File: src/verilog/jdrp_pkg.sv
// Summary of operation
// - Capture loads receive-ready into scan bit 0
// - Shift moves scan bits out while in
// - Update copies scan 35:1 into holding
// - Only new valid data reaches receive buffer
// - Write logic clears valid after each use
// - Buffer write sets handshake ready bit 31
// - Write over unread data sets overflow 30
// - Valid update writes word 34:3 to buffer
// - Flush and loop flag ignore valid
// - Loop flag copied into handshake bit 29
// - Flush request clears handshake bit 31
// - Test reset clears holding bits 0,1,34
// - Processor reset leaves holding register alone
// - Instruction 00010 selects receive path
// - Shared 36-bit scan shift register
package jdrp_pkg;

	// ----------------------------------------------------------------
	// Scan path geometry
	// ----------------------------------------------------------------
	localparam int SR_W = 36;
	localparam int HOLD_W = 35;
	localparam int WORD_W = 32;
	localparam int IR_W = 5;
	localparam logic [IR_W-1:0] IR_RX_SELECT = 5'h02;
	localparam logic [IR_W-1:0] IR_RESET_VAL = 5'h1f;
	localparam logic [IR_W-1:0] IR_CAPTURE_VAL = 5'h01;

	// Holding register fields
	localparam int HOLD_VALID = 34;
	localparam int HOLD_WORD_HI = 33;
	localparam int HOLD_WORD_LO = 2;
	localparam int HOLD_FLUSH = 1;
	localparam int HOLD_LOOP = 0;

	// Handshake control bits
	localparam int CTRL_RDY = 31;
	localparam int CTRL_OVF = 30;
	localparam int CTRL_LOOP = 29;

	// ----------------------------------------------------------------
	// Handler register map
	// ----------------------------------------------------------------
	localparam int ADDR_W = 4;
	localparam logic [ADDR_W-1:0] ADDR_CTRL = 4'h0;
	localparam logic [ADDR_W-1:0] ADDR_RXBUF = 4'h4;
	localparam logic [ADDR_W-1:0] ADDR_IRQ_STAT = 4'h8;
	localparam logic [ADDR_W-1:0] ADDR_IRQ_MASK = 4'hc;

	// Interrupt events
	localparam int IRQ_W = 3;
	localparam int IRQ_RX = 0;
	localparam int IRQ_OVF = 1;
	localparam int IRQ_FLUSH = 2;

	// Pin synchroniser lanes and their reset levels
	localparam int PIN_W = 4;
	localparam int PIN_TCK = 0;
	localparam int PIN_TMS = 1;
	localparam int PIN_TDI = 2;
	localparam int PIN_TRST_N = 3;
	localparam logic [PIN_W-1:0] PIN_RST = 4'h8;

	// Test access port controller states
	typedef enum logic [3:0] {
		TAP_RESET, TAP_IDLE, TAP_SEL_DR, TAP_CAP_DR, TAP_SHIFT_DR, TAP_EXIT1_DR,
		TAP_PAUSE_DR, TAP_EXIT2_DR, TAP_UPD_DR, TAP_SEL_IR, TAP_CAP_IR,
		TAP_SHIFT_IR, TAP_EXIT1_IR, TAP_PAUSE_IR, TAP_EXIT2_IR, TAP_UPD_IR
	} jdrp_tap_e;

endpackage

File: src/verilog/jdrp_rx_path.sv
`timescale 1ns/1ps
// Debugger-to-handler receive path behind the scan port
module jdrp_rx_path (
	input wire logic i_clk_sys,
	input wire logic i_srst,
	input wire logic i_tck,
	input wire logic i_tms,
	input wire logic i_tdi,
	input wire logic i_trst_n,
	output logic o_tdo,
	output logic o_tdo_oe,
	input wire logic [jdrp_pkg::ADDR_W-1:0] i_addr,
	input wire logic [jdrp_pkg::WORD_W-1:0] i_wdata,
	input wire logic i_wr,
	input wire logic i_rd,
	output logic [jdrp_pkg::WORD_W-1:0] o_rdata,
	output logic o_irq
);

	typedef struct packed {
		jdrp_pkg::jdrp_tap_e tap;
		logic [jdrp_pkg::IR_W-1:0] ir;
		logic [jdrp_pkg::IR_W-1:0] ir_sr;
		logic [jdrp_pkg::SR_W-1:0] sr;
		logic bypass;
		logic [jdrp_pkg::HOLD_W-1:0] hold;
		logic tck_prev;
		logic tdo;
		logic tdo_oe;
		logic rdy;
		logic ovf;
		logic loop;
		logic [jdrp_pkg::WORD_W-1:0] rxbuf;
		logic [jdrp_pkg::IRQ_W-1:0] stat;
		logic [jdrp_pkg::IRQ_W-1:0] mask;
		logic [jdrp_pkg::WORD_W-1:0] rdata;
	} jdrp_state_s;

	jdrp_state_s st_q;
	jdrp_state_s st_d;
	logic [jdrp_pkg::PIN_W-1:0] pins;
	logic tck_s;
	logic tms_s;
	logic tdi_s;
	logic trst_s;
	logic tck_rise;
	logic tck_fall;
	logic rx_sel;
	logic upd_ev;
	logic wr_ev;
	logic rd_rx_ev;
	logic [jdrp_pkg::IRQ_W-1:0] ev;

	// TAP state advance on a sampled test clock rising edge
	function automatic jdrp_pkg::jdrp_tap_e tap_next(input jdrp_pkg::jdrp_tap_e s,
		input logic tms);
		jdrp_pkg::jdrp_tap_e n;
		n = s;
		case (s)
			jdrp_pkg::TAP_RESET: n = tms ? jdrp_pkg::TAP_RESET : jdrp_pkg::TAP_IDLE;
			jdrp_pkg::TAP_IDLE: n = tms ? jdrp_pkg::TAP_SEL_DR : jdrp_pkg::TAP_IDLE;
			jdrp_pkg::TAP_SEL_DR: n = tms ? jdrp_pkg::TAP_SEL_IR : jdrp_pkg::TAP_CAP_DR;
			jdrp_pkg::TAP_CAP_DR: n = tms ? jdrp_pkg::TAP_EXIT1_DR : jdrp_pkg::TAP_SHIFT_DR;
			jdrp_pkg::TAP_SHIFT_DR: n = tms ? jdrp_pkg::TAP_EXIT1_DR : jdrp_pkg::TAP_SHIFT_DR;
			jdrp_pkg::TAP_EXIT1_DR: n = tms ? jdrp_pkg::TAP_UPD_DR : jdrp_pkg::TAP_PAUSE_DR;
			jdrp_pkg::TAP_PAUSE_DR: n = tms ? jdrp_pkg::TAP_EXIT2_DR : jdrp_pkg::TAP_PAUSE_DR;
			jdrp_pkg::TAP_EXIT2_DR: n = tms ? jdrp_pkg::TAP_UPD_DR : jdrp_pkg::TAP_SHIFT_DR;
			jdrp_pkg::TAP_UPD_DR: n = tms ? jdrp_pkg::TAP_SEL_DR : jdrp_pkg::TAP_IDLE;
			jdrp_pkg::TAP_SEL_IR: n = tms ? jdrp_pkg::TAP_RESET : jdrp_pkg::TAP_CAP_IR;
			jdrp_pkg::TAP_CAP_IR: n = tms ? jdrp_pkg::TAP_EXIT1_IR : jdrp_pkg::TAP_SHIFT_IR;
			jdrp_pkg::TAP_SHIFT_IR: n = tms ? jdrp_pkg::TAP_EXIT1_IR : jdrp_pkg::TAP_SHIFT_IR;
			jdrp_pkg::TAP_EXIT1_IR: n = tms ? jdrp_pkg::TAP_UPD_IR : jdrp_pkg::TAP_PAUSE_IR;
			jdrp_pkg::TAP_PAUSE_IR: n = tms ? jdrp_pkg::TAP_EXIT2_IR : jdrp_pkg::TAP_PAUSE_IR;
			jdrp_pkg::TAP_EXIT2_IR: n = tms ? jdrp_pkg::TAP_UPD_IR : jdrp_pkg::TAP_SHIFT_IR;
			jdrp_pkg::TAP_UPD_IR: n = tms ? jdrp_pkg::TAP_SEL_DR : jdrp_pkg::TAP_IDLE;
			default: n = jdrp_pkg::TAP_RESET;
		endcase
		return n;
	endfunction

	// Bring the scan pins into the system clock domain
	jdrp_sync #(
		.W(jdrp_pkg::PIN_W),
		.RST_VAL(jdrp_pkg::PIN_RST)
	) u_pin_sync (
		.i_clk_sys(i_clk_sys),
		.i_srst(i_srst),
		.i_async({i_trst_n, i_tdi, i_tms, i_tck}),
		.o_sync(pins)
	);

	// Decoded pin levels and test clock edges
	assign tck_s = pins[jdrp_pkg::PIN_TCK];
	assign tms_s = pins[jdrp_pkg::PIN_TMS];
	assign tdi_s = pins[jdrp_pkg::PIN_TDI];
	assign trst_s = ~pins[jdrp_pkg::PIN_TRST_N];
	assign tck_rise = tck_s & ~st_q.tck_prev;
	assign tck_fall = ~tck_s & st_q.tck_prev;
	assign rx_sel = (st_q.ir == jdrp_pkg::IR_RX_SELECT);
	assign upd_ev = tck_rise & rx_sel & ~trst_s & (st_q.tap == jdrp_pkg::TAP_UPD_DR);
	assign wr_ev = st_q.hold[jdrp_pkg::HOLD_VALID];
	assign rd_rx_ev = i_rd & (i_addr == jdrp_pkg::ADDR_RXBUF);

	// Next-state logic for scan port, write logic and handler registers
	always_comb
	begin
		st_d = st_q;
		ev = '0;
		st_d.tck_prev = tck_s;
		if (trst_s)
		begin
			st_d.tap = jdrp_pkg::TAP_RESET;
			st_d.ir = jdrp_pkg::IR_RESET_VAL;
			st_d.hold[jdrp_pkg::HOLD_VALID] = 1'b0;
			st_d.hold[jdrp_pkg::HOLD_FLUSH] = 1'b0;
			st_d.hold[jdrp_pkg::HOLD_LOOP] = 1'b0;
		end
		else if (tck_rise)
		begin
			st_d.tap = tap_next(st_q.tap, tms_s);
			case (st_q.tap)
				jdrp_pkg::TAP_RESET:
				begin
					st_d.ir = jdrp_pkg::IR_RESET_VAL;
				end
				jdrp_pkg::TAP_CAP_DR:
				begin
					st_d.sr = '0;
					st_d.bypass = 1'b0;
					st_d.sr[0] = st_q.rdy;
				end
				jdrp_pkg::TAP_SHIFT_DR:
				begin
					st_d.sr = {tdi_s, st_q.sr[jdrp_pkg::SR_W-1:1]};
					st_d.bypass = tdi_s;
				end
				jdrp_pkg::TAP_UPD_DR:
				begin
					if (rx_sel)
					begin
						st_d.hold = st_q.sr[jdrp_pkg::SR_W-1:1];
					end
				end
				jdrp_pkg::TAP_CAP_IR:
				begin
					st_d.ir_sr = jdrp_pkg::IR_CAPTURE_VAL;
				end
				jdrp_pkg::TAP_SHIFT_IR:
				begin
					st_d.ir_sr = {tdi_s, st_q.ir_sr[jdrp_pkg::IR_W-1:1]};
				end
				jdrp_pkg::TAP_UPD_IR:
				begin
					st_d.ir = st_q.ir_sr;
				end
				default:
				begin
					st_d.ir = st_q.ir;
				end
			endcase
		end
		// Data out changes on the falling test clock edge
		if (tck_fall)
		begin
			st_d.tdo_oe = (st_q.tap == jdrp_pkg::TAP_SHIFT_DR) ||
				(st_q.tap == jdrp_pkg::TAP_SHIFT_IR);
			if (st_q.tap == jdrp_pkg::TAP_SHIFT_IR)
			begin
				st_d.tdo = st_q.ir_sr[0];
			end
			else if (rx_sel)
			begin
				st_d.tdo = st_q.sr[0];
			end
			else
			begin
				st_d.tdo = st_q.bypass;
			end
		end
		// Handler read of the buffer consumes the word
		if (rd_rx_ev)
		begin
			st_d.rdy = 1'b0;
		end
		if (upd_ev)
		begin
			st_d.loop = st_q.sr[jdrp_pkg::HOLD_LOOP + 1];
			if (st_q.sr[jdrp_pkg::HOLD_FLUSH + 1])
			begin
				st_d.rdy = 1'b0;
				ev[jdrp_pkg::IRQ_FLUSH] = 1'b1;
			end
		end
		if (wr_ev)
		begin
			st_d.rxbuf = st_q.hold[jdrp_pkg::HOLD_WORD_HI:jdrp_pkg::HOLD_WORD_LO];
			if (!(upd_ev || trst_s))
			begin
				st_d.hold[jdrp_pkg::HOLD_VALID] = 1'b0;
			end
			if (st_q.rdy && !rd_rx_ev)
			begin
				st_d.ovf = 1'b1;
				ev[jdrp_pkg::IRQ_OVF] = 1'b1;
			end
			st_d.rdy = 1'b1;
			ev[jdrp_pkg::IRQ_RX] = 1'b1;
		end
		// Handler register writes; hardware sets win over clears
		if (i_wr && (i_addr == jdrp_pkg::ADDR_CTRL))
		begin
			st_d.ovf = (st_q.ovf & ~i_wdata[jdrp_pkg::CTRL_OVF]) | ev[jdrp_pkg::IRQ_OVF];
		end
		else if (i_wr && (i_addr == jdrp_pkg::ADDR_IRQ_MASK))
		begin
			st_d.mask = i_wdata[jdrp_pkg::IRQ_W-1:0];
		end
		if (i_wr && (i_addr == jdrp_pkg::ADDR_IRQ_STAT))
		begin
			st_d.stat = (st_q.stat & ~i_wdata[jdrp_pkg::IRQ_W-1:0]) | ev;
		end
		else
		begin
			st_d.stat = st_q.stat | ev;
		end
		// Read data stands in the cycle after the read strobe only
		st_d.rdata = '0;
		if (i_rd && (i_addr == jdrp_pkg::ADDR_CTRL))
		begin
			st_d.rdata[jdrp_pkg::CTRL_RDY] = st_q.rdy;
			st_d.rdata[jdrp_pkg::CTRL_OVF] = st_q.ovf;
			st_d.rdata[jdrp_pkg::CTRL_LOOP] = st_q.loop;
		end
		else if (rd_rx_ev)
		begin
			st_d.rdata = st_q.rxbuf;
		end
		else if (i_rd && (i_addr == jdrp_pkg::ADDR_IRQ_STAT))
		begin
			st_d.rdata[jdrp_pkg::IRQ_W-1:0] = st_q.stat;
		end
		else if (i_rd && (i_addr == jdrp_pkg::ADDR_IRQ_MASK))
		begin
			st_d.rdata[jdrp_pkg::IRQ_W-1:0] = st_q.mask;
		end
	end

	// State register; the processor reset keeps the holding register
	always_ff @(posedge i_clk_sys)
	begin
		if (i_srst)
		begin
			st_q <= '0;
			st_q.tap <= jdrp_pkg::TAP_RESET;
			st_q.ir <= jdrp_pkg::IR_RESET_VAL;
			st_q.hold <= st_q.hold;
		end
		else
		begin
			st_q <= st_d;
		end
	end

	// Outputs
	assign o_tdo = st_q.tdo;
	assign o_tdo_oe = st_q.tdo_oe;
	assign o_rdata = st_q.rdata;
	assign o_irq = |(st_q.stat & st_q.mask);
endmodule

File: src/verilog/jdrp_sync.sv
`timescale 1ns/1ps
// Two-stage synchroniser for pins from outside the system clock
module jdrp_sync #(
	parameter int W = 1,
	parameter logic [W-1:0] RST_VAL = '0
) (
	input wire logic i_clk_sys,
	input wire logic i_srst,
	input wire logic [W-1:0] i_async,
	output logic [W-1:0] o_sync
);

	typedef struct packed {
		logic [W-1:0] meta;
		logic [W-1:0] stable;
	} jdrp_sync_s;

	jdrp_sync_s sync_q;
	jdrp_sync_s sync_d;

	// First stage feeds only the second stage
	always_comb
	begin
		sync_d.meta = i_async;
		sync_d.stable = sync_q.meta;
	end

	// Register both stages
	always_ff @(posedge i_clk_sys)
	begin
		if (i_srst)
		begin
			sync_q <= {RST_VAL, RST_VAL};
		end
		else
		begin
			sync_q <= sync_d;
		end
	end

	assign o_sync = sync_q.stable;

endmodule
File: config.mk
export PLATFORM = sky130hd
export DESIGN_NAME = jdrp_rx_path
export DESIGN_NICKNAME = d
export VERILOG_FILES = /design/src/verilog/jdrp_pkg.sv /design/src/verilog/jdrp_rx_path.sv /design/src/verilog/jdrp_sync.sv
export SDC_FILE = /design/constraint.sdc
export NUM_CORES = 1
export LEC_CHECK = 0
export BUFFER_PORTS_ARGS = -buffer_cell sky130_fd_sc_hd__clkbuf_2
export CAP_MARGIN = 25
export CELL_PAD_IN_SITES_DETAIL_PLACEMENT = 0
export CELL_PAD_IN_SITES_GLOBAL_PLACEMENT = 2
export CORE_ASPECT_RATIO = 0.7
export CORE_MARGIN = 3
export CORE_UTILIZATION = 29
export CTS_BUF_LIST = sky130_fd_sc_hd__clkbuf_4
export DETAILED_ROUTE_END_ITERATION = 10
export MAX_ROUTING_LAYER = met4
export PLACE_DENSITY = 0.7
export SLEW_MARGIN = 20
export SYNTH_ARGS = -nofsm -noshare
export SYNTH_HDL_FRONTEND = slang
export SYNTH_SLANG_ARGS = --single-unit
File: constraint.sdc
create_clock -name i_clk_sys -period 3.4 [get_ports i_clk_sys]
set_input_delay 0.51 -clock i_clk_sys [delete_from_list [all_inputs] [get_ports i_clk_sys]]
set_output_delay 0.51 -clock i_clk_sys [all_outputs]
set_load 0.005 [all_outputs]
==> results.json <==
{
  "die_h_um": 127,
  "min_from": "i_trst_n",
  "drt_iter0_markers": 431,
  "final_core_util": 0.329,
  "cp-end-kind": "register",
  "synthMostInstantiatedCell": "dfxtp_1",
  "synth_nets": 595,
  "die_w_um": 179,
  "ys_seq_area_frac": 0.601,
  "synth-seq-cells": 167,
  "finalWirelength_um": 11200,
  "p_per_area_nw_per_um2": 525,
  "synthSimpleGateAreaFrac": 0.146,
  "numPortBuffers": 50,
  "r2r_slack_ps": 940,
  "numCtsBuffers": 17,
  "worst_slew_pin_slew_ps": 983,
  "worstRegToRegCells": 4,
  "design_area_um2": 6650,
  "clock_skew_ps": 17.3,
  "clkTransAtPathRegs_ps": 130,
  "grt_pass1_wl_um": 19100,
  "start_util": 0.302,
  "hold_buffers": 0,
  "critPathArrivalTime_ps": 2640,
  "die-area_um2": 22900,
  "vdd_ir_drop_max_mv": 0.189,
  "cts_tree": "built",
  "drv_slew": 0,
  "grt_pass1_vias": 3641,
  "postCtsSetupBuffers": 0,
  "synth_flop_cell": "dfxtp_1",
  "final_nets": 602,
  "rsz0062_at_grt": "false",
  "antenna_cells": 0,
  "async_reset_ff_frac": 0,
  "status": "completed",
  "synth_top_area_frac": 0.439,
  "reg2reg_from": "st_q[161]",
  "gp_congestion": 0.752,
  "finalCriticalPeriod_ps": 2460,
  "synth.largest_area_cell": "dfxtp_1",
  "critical_path_class": "register to register",
  "cts-root-buf": "clkbuf_4",
  "syn-instance-count": 551,
  "dp_hpwl_um": 6990,
  "min_path_cells": 2,
  "yosys-top-cells-area": "dfxtp_1 (44%), edfxtp_1 (16%), mux2i_1 (6.6%), nor2_1 (5.5%), a22oi_1 (4.8%)",
  "avgRoutedWirePerCell_um": 13.4,
  "post-layout-total-power_uw": 3490,
  "clkLatencyLatePin_ps": 530,
  "crit_fanout": 32,
  "synth_top_family_by_area": "simple AND/OR/NAND/NOR gates",
  "cp.required_ps": 3580,
  "cap_violations": 0,
  "worstSetupStartpointType": "register",
  "yosysWarnings": 0,
  "dpl_cell_area_um2": 6310,
  "yosysUniqueCellTypes": 50,
  "fin_crit_sh": 0.724,
  "grt_usage": 0.106,
  "min_path_type": "input pin to register",
  "yosys-top-cells-count": "dfxtp_1 (134), nor2_1 (89), mux2i_1 (40)",
  "fmax_mhz": 406,
  "drive_above_1_share": 0.173,
  "clockBufferDepth": 2,
  "avgSynthCellArea_um2": 11.1,
  "cellLeakagePower_uw": 0.00247,
  "synth_mux_area_frac": 0.0729,
  "gr-total-overflow": 0,
  "rows": 43,
  "finalHoldViolCount": 0,
  "grt_max_degree": 94,
  "synth_xor_area_frac": 0.00143,
  "vias": 3788,
  "synthAdderAreaFrac": 0,
  "slew_headroom": 0.345,
  "finalSetupViolCount": 0,
  "holdPathEnd": "u_pin_sync.sync_d[3]",
  "antenna_found_initial": 0,
  "cts_resized": 0,
  "synth_edf_count": 33,
  "coreArea_um2": 20200,
  "synth_area_um2": 6110,
  "fin_tns_setup_ps": 0,
  "synth-compound-area-share": 0.101,
  "r2r-end": "st_q[102]",
  "area_growth_pct": 8.91,
  "htree_num_levels": 4,
  "viasPerCell": 4.50,
  "remaining_drc_errors": 0,
  "first_pass_iters": 6,
  "cts_sinks": 167,
  "drtAntennaViolNets": 0,
  "ios": 79
}
power breakdown:
part	internal, uW	switching [uW]	leakage, uW
clock	673	672	0.000182
sequential	2030	23.5	0.00139
combinational	39.0	56.3	0.000893
logic make-up (layout without fill, tap and decap cells):
kind of cell / after synthesis / in the layout
and+or+nand+nor: 175 / 175
buffers and inverters: 77 / 97
AOI/OAI and AO/OA: 87 / 87
xor gates and xnor gates: 1 / 1
muxes: 44 / 44
DFF: 167 / 167
registers in the layout, indices dropped and copies added (netlist names):
name               flops
st_q                 125
o_rdata               32
u_pin_sync.o_sync      4
u_pin_sync.sync_d      4
o_tdo                  1
o_tdo_oe               1
per-layer routing:
metal / vias up / GRT usage / wire [um]
li1: 1899 / - / -
met1: 1779 / 0.151 / 5980
met2: 104 / 0.141 / 4640
met3: 6 / 0.0310 / 553
met4: 0 / 0.0368 / 65
met5: - / - / 0
critical path, cell delays in order, from the launching register on:
cell      delay [ps]
dfxtp_1          750
nand4b_1         340
nor4_4           460
and2_1           190
buf_4            380
layout make-up:
class	instances	area [um^2]
sequential	167	3670
tap	270	338
timing repair buffer	55	300
clock buffer	19	143
multi-input combinational	307	1960
fill	2067	13600
clock inverter	13	201
inverter	10	37.5
metrics by stage:
stage / setup WS, ps / hold slack, ps / instances
2_1_floorplan: 962 / 389 / 551
3_3_place_gp: 1030 / 399 / 809
3_5_place_dp: 953 / 404 / 809
4_1_cts: 941 / 97.5 / 841
5_1_grt: 762 / 97.0 / 841
6_report: 939 / 162 / 841
placed cells by master (no fill, tap or decap), types with 5 or more instances in the layout:
cell / instances
o21ai_0: 12
clkbuf_4: 19
nand2b_1: 5
edfxtp_1: 33
a22oi_1: 39
dfxtp_1: 134
clkbuf_2: 49
mux2i_1: 40
a21oi_1: 10
bufinv_16: 5
nor2_1: 89
o22a_1: 5
nand3_1: 9
and2_1: 28
inv_1: 10
a31oi_1: 6
nand2_1: 10
nor2b_1: 10
how the worst max path moves through the flow:
stage / depth (start not counted) / slack, ps / end / start
6_report: 4 / 940 / st_q[102] / st_q[161]
5_1_grt: 4 / 760 / st_q[95] / st_q[161]
3_3_place_gp: 4 / 1030 / st_q[99] / st_q[161]
2_1_floorplan: 3 / 960 / st_q[100] / st_q[153]
3_5_place_dp: 4 / 950 / st_q[98] / st_q[161]
4_1_cts: 4 / 940 / st_q[102] / st_q[161]
Note: power is estimated with default switching activity, not from simulation.
